==> config.mk <==
export PLATFORM = sky130hd
export DESIGN_NAME = timer16_waveform_mode_control
export DESIGN_NICKNAME = d
export VERILOG_FILES = /design/src/rtl/timer16_pkg.sv /design/src/rtl/timer16_waveform_mode_control.sv
export SDC_FILE = /design/constraint.sdc
export NUM_CORES = 1
export LEC_CHECK = 0
export ABC_AREA = 1
export BUFFER_PORTS_ARGS = -buffer_cell sky130_fd_sc_hd__buf_2
export CORE_MARGIN = 1
export CORE_UTILIZATION = 61
export CTS_CLUSTER_DIAMETER = 60
export DETAILED_ROUTE_END_ITERATION = 6
export PLACE_DENSITY = 0.82
export SETUP_SLACK_MARGIN = 0.2
export SYNTH_ARGS = -nofsm -noshare
export SYNTH_HDL_FRONTEND = slang
export SYNTH_SLANG_ARGS = --single-unit
==> constraint.sdc <==
create_clock -name pclk -period 9.2 [get_ports pclk]
set_input_delay 1.84 -clock pclk [delete_from_list [all_inputs] [get_ports pclk]]
set_output_delay 1.84 -clock pclk [all_outputs]
set_load 0.02 [all_outputs]
==> src/rtl/timer16_pkg.sv <==
// constants and types shared by the timer16 waveform mode control block
package timer16_pkg;
   // ----------------------------------------------------------------
   // register offsets (byte addresses on the apb bus)
   // ----------------------------------------------------------------
   localparam int unsigned ADDR_W = 8;
   localparam logic [7:0] OFS_CTRL_A = 8'h00;
   localparam logic [7:0] OFS_CTRL_B = 8'h04;
   localparam logic [7:0] OFS_CMP_A = 8'h08;
   localparam logic [7:0] OFS_CMP_B = 8'h0C;
   localparam logic [7:0] OFS_CAPTURE = 8'h10;
   localparam logic [7:0] OFS_COUNT = 8'h14;
   localparam logic [7:0] OFS_STATUS = 8'h18;
   localparam logic [7:0] OFS_PIN_DIR = 8'h1C;
   // ----------------------------------------------------------------
   // field layout and reset values
   // ----------------------------------------------------------------
   localparam int unsigned CNT_W = 16;
   localparam int unsigned CTRL_A_W = 8;
   localparam int unsigned MODE_HI_MSB = 4;
   localparam int unsigned MODE_HI_LSB = 3;
   localparam int unsigned STAT_OVF_BIT = 0;
   localparam int unsigned STAT_DOWN_BIT = 1;
   localparam int unsigned DIR_A_BIT = 0;
   localparam int unsigned DIR_B_BIT = 1;
   localparam logic [7:0] CTRL_A_RESET = 8'h00;
   localparam logic [15:0] CNT_RESET = 16'h0000;
   localparam logic [15:0] CNT_STEP = 16'h0001;
   localparam logic [15:0] BOTTOM = 16'h0000;
   localparam logic [15:0] TOP_MAX = 16'hFFFF;
   localparam logic [15:0] TOP_8BIT = 16'h00FF;
   localparam logic [15:0] TOP_9BIT = 16'h01FF;
   localparam logic [15:0] TOP_10BIT = 16'h03FF;
   localparam logic [1:0] ACT_TOGGLE = 2'b01;
   // ----------------------------------------------------------------
   // mode classes, bit n set means waveform mode n belongs to the class
   // ----------------------------------------------------------------
   localparam logic [15:0] MODES_NONPWM = 16'h1011;
   localparam logic [15:0] MODES_FAST = 16'hC0E0;
   localparam logic [15:0] MODES_DUAL = 16'h0F0E;
   localparam logic [15:0] MODES_RELOAD_BOTTOM = 16'h0300;
   localparam logic [15:0] MODES_TOGGLE_A_PWM = 16'hCF00;
   localparam logic [15:0] MODES_TOP_CMP_A = 16'h8A10;
   localparam logic [15:0] MODES_TOP_CAPTURE = 16'h5500;
   localparam logic [15:0] MODES_TOP_8BIT = 16'h0022;
   localparam logic [15:0] MODES_TOP_9BIT = 16'h0044;
   localparam logic [15:0] MODES_TOP_10BIT = 16'h0088;
   // ----------------------------------------------------------------
   // types
   // ----------------------------------------------------------------
   typedef struct packed {
      logic [1:0] act_a;
      logic [1:0] act_b;
      logic [1:0] rsvd;
      logic [1:0] mode_lo;
   } ctrl_a_s;
   typedef enum logic [1:0] {
      DIR_UP = 2'b01,
      DIR_DOWN = 2'b10
   } count_dir_e;
endpackage

==> src/rtl/timer16_waveform_mode_control.sv <==
// timer16 waveform mode control: counter sequencing, compare reload and compare outputs
`timescale 1ns/1ns
`default_nettype none
module timer16_waveform_mode_control (
   // apb clock and reset
   input wire logic pclk,
   input wire logic presetn,
   // apb request
   input wire logic psel,
   input wire logic penable,
   input wire logic pwrite,
   input wire logic [timer16_pkg::ADDR_W-1:0] paddr,
   input wire logic [31:0] pwdata,
   // apb answer
   output logic [31:0] prdata,
   output logic pready,
   output logic pslverr,
   // compare output pins
   output logic chan_a_wave_output,
   output logic chan_a_wave_oe,
   output logic chan_b_wave_output,
   output logic chan_b_wave_oe
);
   import timer16_pkg::*;

   // ----------------------------------------------------------------
   // state
   // ----------------------------------------------------------------
   ctrl_a_s ctrl_a_ff;
   logic [1:0] mode_hi_ff;
   logic [15:0] cmp_a_buf_ff, cmp_b_buf_ff, cmp_a_ff, cmp_b_ff, cap_ff, cnt_ff;
   logic ovf_ff;
   logic [1:0] pin_dir_ff;
   count_dir_e dir_ff;
   logic [3:0] mode;
   logic [15:0] top;
   logic access, wr_en, addr_ok;
   logic at_top, at_bottom, ovf_set, reload, match_a, match_b;
   logic [15:0] nxt_cnt;
   count_dir_e nxt_dir;
   logic [31:0] nxt_rdata;
   logic conn_a, conn_b, tog_a;

   // ----------------------------------------------------------------
   // helpers
   // ----------------------------------------------------------------
   function automatic logic [15:0] top_of(input logic [3:0] m, input logic [15:0] ca,
                                           input logic [15:0] cap);
      logic [15:0] t;
      t = TOP_MAX;
      if (MODES_TOP_8BIT[m]) t = TOP_8BIT;
      if (MODES_TOP_9BIT[m]) t = TOP_9BIT;
      if (MODES_TOP_10BIT[m]) t = TOP_10BIT;
      if (MODES_TOP_CMP_A[m]) t = ca;
      if (MODES_TOP_CAPTURE[m]) t = cap;
      return t;
   endfunction

   // next compare output level for one channel
   function automatic logic wave_next(input logic cur, input logic [1:0] act,
                                      input logic [3:0] m, input logic match,
                                      input logic top_hit, input logic down,
                                      input logic tog_ok);
      logic v;
      v = cur;
      if (MODES_NONPWM[m]) begin
         if (match && act != 2'b00) v = (act == ACT_TOGGLE) ? ~cur : act[0];
      end else if (MODES_FAST[m]) begin
         if (act[1] && top_hit) v = ~act[0];
         else if (act[1] && match) v = act[0];
         else if (act == ACT_TOGGLE && tog_ok && match) v = ~cur;
      end else if (MODES_DUAL[m]) begin
         if (act[1] && match) v = down ? ~act[0] : act[0];
         else if (act == ACT_TOGGLE && tog_ok && match) v = ~cur;
      end
      return v;
   endfunction

   // ----------------------------------------------------------------
   // mode decode and counter sequencing
   // ----------------------------------------------------------------
   assign mode = {mode_hi_ff, ctrl_a_ff.mode_lo};
   assign top = top_of(mode, cmp_a_ff, cap_ff);
   assign match_a = (cnt_ff == cmp_a_ff);
   assign match_b = (cnt_ff == cmp_b_ff);
   assign tog_a = MODES_TOGGLE_A_PWM[mode];
   assign conn_a = ctrl_a_ff.act_a[1] | (ctrl_a_ff.act_a[0] & (MODES_NONPWM[mode] | tog_a));
   assign conn_b = ctrl_a_ff.act_b[1] | (ctrl_a_ff.act_b[0] & MODES_NONPWM[mode]);

   // next count, direction, top/bottom events
   always_comb begin
      nxt_cnt = cnt_ff;
      nxt_dir = dir_ff;
      at_top = 1'b0;
      at_bottom = 1'b0;
      ovf_set = 1'b0;
      reload = MODES_NONPWM[mode];
      if (MODES_DUAL[mode]) begin
         if (dir_ff == DIR_UP) begin
            at_top = (cnt_ff >= top);
            nxt_dir = at_top ? DIR_DOWN : DIR_UP;
            nxt_cnt = at_top ? cnt_ff - CNT_STEP : cnt_ff + CNT_STEP;
         end else begin
            at_bottom = (cnt_ff == BOTTOM);
            nxt_dir = at_bottom ? DIR_UP : DIR_DOWN;
            nxt_cnt = at_bottom ? cnt_ff + CNT_STEP : cnt_ff - CNT_STEP;
         end
         ovf_set = at_bottom;
         reload = MODES_RELOAD_BOTTOM[mode] ? at_bottom : at_top;
      end else if (MODES_FAST[mode] || MODES_NONPWM[mode]) begin
         at_top = (cnt_ff == top);
         nxt_dir = DIR_UP;
         nxt_cnt = at_top ? BOTTOM : cnt_ff + CNT_STEP;
         if (MODES_FAST[mode]) begin
            ovf_set = at_top;
            reload = at_top;
         end else begin
            ovf_set = (cnt_ff == TOP_MAX);
         end
      end
   end

   // ----------------------------------------------------------------
   // apb slave
   // ----------------------------------------------------------------
   assign access = psel & penable & ~pready;
   assign wr_en = access & pwrite;
   assign addr_ok = paddr inside {OFS_CTRL_A, OFS_CTRL_B, OFS_CMP_A, OFS_CMP_B,
                                  OFS_CAPTURE, OFS_COUNT, OFS_STATUS, OFS_PIN_DIR};

   // read mux
   always_comb begin
      nxt_rdata = 32'h0000_0000;
      unique case (paddr)
         OFS_CTRL_A: nxt_rdata[CTRL_A_W-1:0] = ctrl_a_ff;
         OFS_CTRL_B: nxt_rdata[MODE_HI_MSB:MODE_HI_LSB] = mode_hi_ff;
         OFS_CMP_A: nxt_rdata[CNT_W-1:0] = cmp_a_buf_ff;
         OFS_CMP_B: nxt_rdata[CNT_W-1:0] = cmp_b_buf_ff;
         OFS_CAPTURE: nxt_rdata[CNT_W-1:0] = cap_ff;
         OFS_COUNT: nxt_rdata[CNT_W-1:0] = cnt_ff;
         OFS_STATUS: begin
            nxt_rdata[STAT_OVF_BIT] = ovf_ff;
            nxt_rdata[STAT_DOWN_BIT] = (dir_ff == DIR_DOWN);
         end
         OFS_PIN_DIR: nxt_rdata[1:0] = pin_dir_ff;
         default: nxt_rdata = 32'h0000_0000;
      endcase
   end

   // answer one cycle into the access phase
   always_ff @(posedge pclk or negedge presetn) begin
      if (!presetn) begin
         pready <= 1'b0;
         pslverr <= 1'b0;
         prdata <= 32'h0000_0000;
      end else begin
         pready <= access;
         pslverr <= access & ~addr_ok;
         prdata <= (access && !pwrite) ? nxt_rdata : 32'h0000_0000;
      end
   end

   // control registers
   always_ff @(posedge pclk or negedge presetn) begin
      if (!presetn) begin
         ctrl_a_ff <= ctrl_a_s'(CTRL_A_RESET);
         mode_hi_ff <= 2'b00;
         pin_dir_ff <= 2'b00;
         cap_ff <= CNT_RESET;
      end else if (wr_en) begin
         if (paddr == OFS_CTRL_A) begin
            ctrl_a_ff <= ctrl_a_s'(pwdata[CTRL_A_W-1:0]);
            ctrl_a_ff.rsvd <= 2'b00;
         end
         if (paddr == OFS_CTRL_B) mode_hi_ff <= pwdata[MODE_HI_MSB:MODE_HI_LSB];
         if (paddr == OFS_PIN_DIR) pin_dir_ff <= pwdata[1:0];
         if (paddr == OFS_CAPTURE) cap_ff <= pwdata[CNT_W-1:0];
      end
   end

   // compare buffers and active compare values
   always_ff @(posedge pclk or negedge presetn) begin
      if (!presetn) begin
         cmp_a_buf_ff <= CNT_RESET;
         cmp_b_buf_ff <= CNT_RESET;
         cmp_a_ff <= CNT_RESET;
         cmp_b_ff <= CNT_RESET;
      end else begin
         if (wr_en && paddr == OFS_CMP_A) cmp_a_buf_ff <= pwdata[CNT_W-1:0];
         if (wr_en && paddr == OFS_CMP_B) cmp_b_buf_ff <= pwdata[CNT_W-1:0];
         if (reload) begin
            cmp_a_ff <= cmp_a_buf_ff;
            cmp_b_ff <= cmp_b_buf_ff;
         end
      end
   end

   // counter, direction and overflow flag (set wins over clear)
   always_ff @(posedge pclk or negedge presetn) begin
      if (!presetn) begin
         cnt_ff <= CNT_RESET;
         dir_ff <= DIR_UP;
         ovf_ff <= 1'b0;
      end else begin
         cnt_ff <= (wr_en && paddr == OFS_COUNT) ? pwdata[CNT_W-1:0] : nxt_cnt;
         dir_ff <= nxt_dir;
         if (ovf_set) ovf_ff <= 1'b1;
         else if (wr_en && paddr == OFS_STATUS && pwdata[STAT_OVF_BIT]) ovf_ff <= 1'b0;
      end
   end

   // ----------------------------------------------------------------
   // compare outputs and pin drivers
   // ----------------------------------------------------------------
   always_ff @(posedge pclk or negedge presetn) begin
      if (!presetn) begin
         chan_a_wave_output <= 1'b0;
         chan_b_wave_output <= 1'b0;
         chan_a_wave_oe <= 1'b0;
         chan_b_wave_oe <= 1'b0;
      end else begin
         chan_a_wave_output <= wave_next(chan_a_wave_output, ctrl_a_ff.act_a, mode, match_a,
                                         at_top, dir_ff == DIR_DOWN, tog_a);
         chan_b_wave_output <= wave_next(chan_b_wave_output, ctrl_a_ff.act_b, mode, match_b,
                                         at_top, dir_ff == DIR_DOWN, 1'b0);
         chan_a_wave_oe <= conn_a & pin_dir_ff[DIR_A_BIT];
         chan_b_wave_oe <= conn_b & pin_dir_ff[DIR_B_BIT];
      end
   end
endmodule
`default_nettype wire

* After elaboration in Yosys (flattened, before gate mapping)
Memory sizes are Yosys's and may differ from the RTL's. Cells that the tools add are included.
Storage, ports and cells: memories kept 10, word-level logic and storage cells 166, bits in writable memories 0, memory bits (read-only) 160, latch bits 0, register bits 131
Memory list:
- (no name shown) | words 16, width 1, read ports 1, clocked after Yosys merged registers in 0, write ports 0, line timer16_waveform_mode_control.sv:66 | if (MODES_NONPWM[m]) begin
- (no name shown) | words 16, width 1, read ports 1, clocked after Yosys merged registers in 0, write ports 0, line timer16_waveform_mode_control.sv:72 | end else if (MODES_DUAL[m]) begin
- (no name shown) | words 16, width 1, read ports 1, clocked after Yosys merged registers in 0, write ports 0, line timer16_waveform_mode_control.sv:109 | reload = MODES_RELOAD_BOTTOM[mode] ? at_bottom : at_top;
- (no name shown) | words 16, width 1, read ports 1, clocked after Yosys merged registers in 0, write ports 0, line timer16_waveform_mode_control.sv:86 | assign tog_a = MODES_TOGGLE_A_PWM[mode];
- (no name shown) | words 16, width 1, read ports 1, clocked after Yosys merged registers in 0, write ports 0, line timer16_waveform_mode_control.sv:68 | end else if (MODES_FAST[m]) begin
- (no name shown) | words 16, width 1, read ports 1, clocked after Yosys merged registers in 0, write ports 0, line timer16_waveform_mode_control.sv:55 | if (MODES_TOP_CAPTURE[m]) t = cap;
- +4 memories
Cells by class: mux-type cells 65, shifts and indexed selects 0, divide/modulo/power cells 0, reduce and logical (&&, ||, !) cells 33, $add $sub $neg 2, bitwise operators 17, $lt $le $gt $ge 2, $mul 0, eq/ne operators 17
Operator list (count):
- 16-bit 2-to-1 mux | 13
- 16-bit == test | 3
- 1-bit 2-to-1 mux | 42
- 8-bit by 5-bit == test with 1-bit output, second input constant | 4
- 8-bit case mux with 4 select lines | 1
- 16-bit by 1-bit adder with 16-bit output, second input constant | 1
- 16-bit == test, second input constant | 1
- 8-bit by 4-bit == test with 1-bit output, second input constant | 2
- 16-bit greater-or-equal comparator | 1
- 16-bit logical NOT | 1
- 16-bit by 1-bit subtractor with 16-bit output, second input constant | 1
- 3-bit case mux with 5 select lines | 1
- 1-bit logical AND | 14
- 2-bit case mux with 7 select lines | 1
- 2-bit case mux with 6 select lines | 1
- 3-bit nonzero test | 4
- 2-bit 2-to-1 mux | 5
- 2-bit AND reduction | 5
- 1-bit AND | 8
- 8-bit by 3-bit == test with 1-bit output, second input constant | 1
- 8-bit logical NOT | 1
- 2-bit nonzero test | 4
- 8-bit nonzero test | 1
- 2-bit by 1-bit == test with 1-bit output, second input constant | 3
- 9 further kinds | 17

* Logic depth before layout (Yosys ltp)
depth after elaboration 14, depth in mapped cells 23, gate-level depth less buffers 22

* Worst setup path before layout
No wires, ideal clock.
kind input port to flip-flop, from in paddr[1] (netlist name), to reg cnt_ff[9], library setup time 0.124 ns, required time 9.076 ns, stages on the path 12, data arrival time 3.059 ns, slack 6.017 ns, cell sequence nor2_1 inv_1 nor2_1 nand2_1 nor2_1 inv_2 nor2_8 nor2_4 inv_2 buf_6 o22ai_1 o21bai_2
On the way: cells in the longest elaborated chain, start to end 3
Ends and longest elaborated chain:
- from (decl) | line timer16_waveform_mode_control.sv:12 | input wire logic [timer16_pkg::ADDR_W-1:0] paddr,
- 8-bit by 5-bit == test with 1-bit output * | line timer16_waveform_mode_control.sv:205 | cnt_ff <= (wr_en && paddr == OFS_COUNT) ? pwdata[CNT_W-1:0] : nxt_cnt;
- 1-bit logical AND * | line timer16_waveform_mode_control.sv:205
- 3-bit nonzero test (no source line) / 16-bit 2-to-1 mux (equally long branches)
- to (signal assigned) | line timer16_waveform_mode_control.sv:205
- to (decl) | line timer16_waveform_mode_control.sv:31 | logic [15:0] cmp_a_buf_ff, cmp_b_buf_ff, cmp_a_ff, cmp_b_ff, cap_ff, cnt_ff;
Every way passes the cells marked *; elsewhere a longest branch is shown, timed or not. A chain may end at the register's enable or synchronous reset.

* Worst setup path in the final report
from reg mode_hi_ff[0], to reg cmp_b_ff[5]
On the way: cells in the longest elaborated chain, start to end 11
Ends and longest elaborated chain:
- from (decl) | line timer16_waveform_mode_control.sv:30 | logic [1:0] mode_hi_ff;
- from (signal assigned) | line timer16_waveform_mode_control.sv:175 | if (paddr == OFS_CTRL_B) mode_hi_ff <= pwdata[MODE_HI_MSB:MODE_HI_LSB];
- memory 16 x 1 bit
- 1-bit 2-to-1 mux (not written as such) | line timer16_waveform_mode_control.sv:51 | if (MODES_TOP_8BIT[m]) t = TOP_8BIT;
- 16-bit 2-to-1 mux | line timer16_waveform_mode_control.sv:51
- 16-bit 2-to-1 mux | line timer16_waveform_mode_control.sv:52 | if (MODES_TOP_9BIT[m]) t = TOP_9BIT;
- 16-bit 2-to-1 mux | line timer16_waveform_mode_control.sv:53 | if (MODES_TOP_10BIT[m]) t = TOP_10BIT;
- 16-bit 2-to-1 mux | line timer16_waveform_mode_control.sv:54 | if (MODES_TOP_CMP_A[m]) t = ca;
- 16-bit 2-to-1 mux | line timer16_waveform_mode_control.sv:55
- 16-bit greater-or-equal comparator / 16-bit == test (equally long branches) | line timer16_waveform_mode_control.sv:100, timer16_waveform_mode_control.sv:111
- 1-bit 2-to-1 mux, on equally long branches | line timer16_waveform_mode_control.sv:99, timer16_waveform_mode_control.sv:114
- 1-bit 2-to-1 mux, on equally long branches | line timer16_waveform_mode_control.sv:109, timer16_waveform_mode_control.sv:110
- 1-bit 2-to-1 mux * | line timer16_waveform_mode_control.sv:98 | if (MODES_DUAL[mode]) begin
- to (signal assigned) | line timer16_waveform_mode_control.sv:193 | cmp_b_ff <= cmp_b_buf_ff;
- to (decl) | line timer16_waveform_mode_control.sv:31
Every way passes the cells marked *; elsewhere a longest branch is shown, timed or not. The select of a mux whose other input is x is not followed.

==> results.cfg <==
[run_status]
outcome = finished, final reports clean

[setup_path]
critical_path.most_common_cell = sky130_fd_sc_hd__nand2_1
required_ps = 9540
r2r-end = cmp_b_ff[5]
critical_path_arrival_ps = 4890
timing.critical_path.from_type = flip-flop
worstPathBufferInverterCount = 2
reg2reg_slack_ps = 4650
worst-setup-path-type = flip-flop to flip-flop
r2r-start = mode_hi_ff[0]
cpLargestDelayFamily = simple AND/OR/NAND/NOR gates
path_max_fanout = 54
cpPeakStageDelay_ps = 540
r2r.worst_path.cells = 20
kind_of_end_point_of_the_critical_path = flip-flop
critPathSlowestCell = sky130_fd_sc_hd__nand2_4
timing.critical_path.cells = inv_1 > o21ai_0 > o22ai_1 > inv_1 > nand2_1 > o21ai_0 > o21ai_0 > ha_1 > nand2_1 > nor2_1 > nand2_1 > o21ai_1 > nor2_1 > nand2_1 > nand2_2 > a21oi_2 > o21ai_2 > nand2_4 > nand2_1 > o21ai_1
worst_setup_path_startpoint = mode_hi_ff[0]

[logic_synthesis]
number_of_enable_flip_flop_cells_after_synthesis = 0
synth_top_cells_by_area = sky130_fd_sc_hd__dfrtp_1 (41%), sky130_fd_sc_hd__nand2_1 (13%), sky130_fd_sc_hd__o21ai_0 (6.1%)
synth-seq-cells = 131
yosysTopAreaCellShare = 0.414
synthArstFlopShare = 1.00
yosys.cell_types.count = 56
post_synthesis_cell_count = 1022
yosysWarningCount = 0
sequential_cell_area_fraction_in_the_yosys_report = 0.417
post_synth.cell_area_avg_sq_um = 7.70
syn_area_sq_um = 7870
netlist.top_cell.by_area = sky130_fd_sc_hd__dfrtp_1
synth_ff_type = sky130_fd_sc_hd__dfrtp_1

[cells_and_area]
synthToLayoutAreaGrowth_pct = 10.2
filler_cell_count = 1079
num-nets-final = 1118
antenna-diode-count = 0
layout_common_cells = sky130_fd_sc_hd__nand2_1 (280), sky130_fd_sc_hd__dfrtp_1 (130), sky130_fd_sc_hd__inv_1 (103)
layout.cells.most_common = sky130_fd_sc_hd__nand2_1
multi_input_gate_area_sq_um = 3870
layout.area.seq_sq_um = 3280
final_layout_size_suffix_gt1_frac = 0.129

[min_path]
class_of_the_most_critical_hold_timing_path = flip-flop to flip-flop
holdPathStages = 1
worst_hold_path.endpoint = pready
hold_start = pready

[timing]
timing_max_transition_violations_final = 0
achievable-frequency_mhz = 220
tightest_slew_ps = 1110
final_period_minus_worst_setup_slack_ps = 4550
rsz0062_at_grt = false
setup_violations = 0
maxSlewHeadroom = 0.261
setup_total_negative_slack_ps = 0
min_period_over_period = 0.495
final.setup_skew_ps = 7.38
hold_violations = 0
hold-worst-slack_ps = 471

[detailed_routing]
post_drt_via_cell_ratio = 5.95
drt_wl_total_microns = 23200
drc = 0
route.antenna.remaining_nets = 0
wl_per_cell_microns = 18.7
num_vias = 7371
detail_route.iter0.violations = 961
drt-pass1-iter-count = 6

[clock_network]
post_cts_resized = 0
path_clk_slew_ps = 60
cts.hold.buffers_added = 0
cts.path.max_buffers = 2
cts-buffers-inserted = 17
clock_latency_ps = 430
cts.htree.levels = 4
clkSinkCount = 131
tritoncts_clock_tree = done
clock_tree.root_cell = sky130_fd_sc_hd__clkbuf_16
post_cts.repair.setup_buffers = 0

[global_routing]
pin_count_of_the_biggest_net_entering_global_routing = 80
all_layer_global_routing_usage = 0.369
grt_overflow = 0
grt_pass1_wl_microns = 36500
grt_pass1_vias = 6652
antenna_found_initial = 0

[job]
max-cap-violations = 0

[place]
port_buffers = 50
dp_hpwl_microns = 16300
place_congestion = 0.990

[floorplanning]
die-area_sq_um = 13400
die_h_microns = 116
io-pin-count = 83
placement_rows = 41
die-width_microns = 116
initial_utilization = 0.623
core_sq_um = 12600

[pwr]
pwr_density_cell_nw_per_um2 = 202
worst_supply_voltage_drop_on_vdd_mv = 0.172
design_power_total_mw = 1.75
power.static_leakage_nw = 4.21
worst max-delay path by stage:
| stage | end | slack, ps | cells after the start |
|---|---|---|---|
| after floorplan | cnt_ff[9] | 6020 | 12 |
| after global routing | cmp_a_ff[9] | 4410 | 20 |
| final | cmp_b_ff[5] | 4650 | 20 |
| after detailed placement | cmp_b_buf_ff[11] | 4660 | 8 |
| after global placement | cmp_b_buf_ff[2] | 4760 | 8 |
| after CTS | cmp_b_ff[5] | 4850 | 20 |
routing by layer:
layer	wire length [microns]	track usage	part of all wire
met5	0	0	0
met4	681	0.141	0.029
met3	2720	0.0889	0.12
met2	10100	0.534	0.44
met1	9620	0.538	0.42
logic make-up (layout without fill, tap and decap cells):
| logic type | Yosys count | in the layout | synth area share |
|---|---|---|---|
| adder cells (fa/ha/maj) | 18 | 18 | 0.0286 |
| AO/OA/AOI/OAI | 223 | 223 | 0.166 |
| XOR/XNOR | 34 | 34 | 0.0379 |
| flip-flops | 131 | 131 | 0.417 |
| AND/OR/NAND/NOR | 440 | 440 | 0.252 |
| other | 1 | 16 | 0.000477 |
| buffers and inverters | 175 | 204 | 0.0982 |
worst register-to-register path, stage by stage (launching register included):
cell and delay, ps:
sky130_fd_sc_hd__dfrtp_1 450, sky130_fd_sc_hd__inv_1 130, sky130_fd_sc_hd__o21ai_0 350, sky130_fd_sc_hd__o22ai_1 230
sky130_fd_sc_hd__inv_1 470, sky130_fd_sc_hd__nand2_1 260, sky130_fd_sc_hd__o21ai_0 150, sky130_fd_sc_hd__o21ai_0 170
sky130_fd_sc_hd__ha_1 330, sky130_fd_sc_hd__nand2_1 50, sky130_fd_sc_hd__nor2_1 140, sky130_fd_sc_hd__nand2_1 140
sky130_fd_sc_hd__o21ai_1 150, sky130_fd_sc_hd__nor2_1 50, sky130_fd_sc_hd__nand2_1 100, sky130_fd_sc_hd__nand2_2 90
sky130_fd_sc_hd__a21oi_2 130, sky130_fd_sc_hd__o21ai_2 230, sky130_fd_sc_hd__nand2_4 550, sky130_fd_sc_hd__nand2_1 180
sky130_fd_sc_hd__o21ai_1 110
cell type report:
cell class / instances / area share
well taps: 172 / 0.0248
clock buffers: 19 / 0.0511
clock inverters: 11 / 0.0149
flip-flops and latches: 131 / 0.378
multi-input cells: 731 / 0.446
inverters: 122 / 0.0534
repair buffers: 52 / 0.0313
per-stage QoR:
step | utilization | setup slack, ps | cells | area [sq um]
2_1_floorplan | - | 6020 | 1037 | 7920
3_3_place_gp | 0.642 | 4760 | 1208 | 8100
3_5_place_dp | 0.642 | 4660 | 1208 | 8100
4_1_cts | 0.687 | 4850 | 1238 | 8670
5_1_grt | 0.687 | 4410 | 1238 | 8670
6_report | 0.687 | 4650 | 1238 | 8670
synth_stat cells (all sizes together), types with 2 or more instances:
| library cell | instances |
|---|---|
| nor2 | 79 |
| a21o | 3 |
| a31oi | 5 |
| a21boi | 2 |
| o2111ai | 2 |
| a21oi | 25 |
| nor4 | 5 |
| clkbuf | 21 |
| clkinv | 2 |
| ha | 18 |
| o22ai | 28 |
| a221oi | 15 |
| nand3 | 43 |
| nand2 | 291 |
| buf | 32 |
| nor3 | 13 |
| xor2 | 33 |
| o211ai | 6 |
| nand4 | 7 |
| inv | 120 |
| o221ai | 6 |
| dfrtp | 130 |
| o21ai | 125 |
| o21bai | 3 |
flip-flops by register name (all words and copies together), names as in the netlist, 2 cells and up:
name,count
cap_ff,16
cmp_a_buf_ff,16
cmp_a_ff,16
cmp_b_buf_ff,16
cmp_b_ff,16
cnt_ff,16
prdata,16
ctrl_a_ff,6
dir_ff,2
mode_hi_ff,2
pin_dir_ff,2
report_power, final:
part / leakage [nW] / total, mW / switching (mW) / internal, mW
Clock: 0.276 / 0.672 / 0.267 / 0.405
Combinational: 2.14 / 0.384 / 0.255 / 0.129
Sequential: 1.79 / 0.694 / 0.0884 / 0.606
Total: 4.21 / 1.75 / 0.611 / 1.14
No activity file was read; power rests on OpenSTA's default activity.
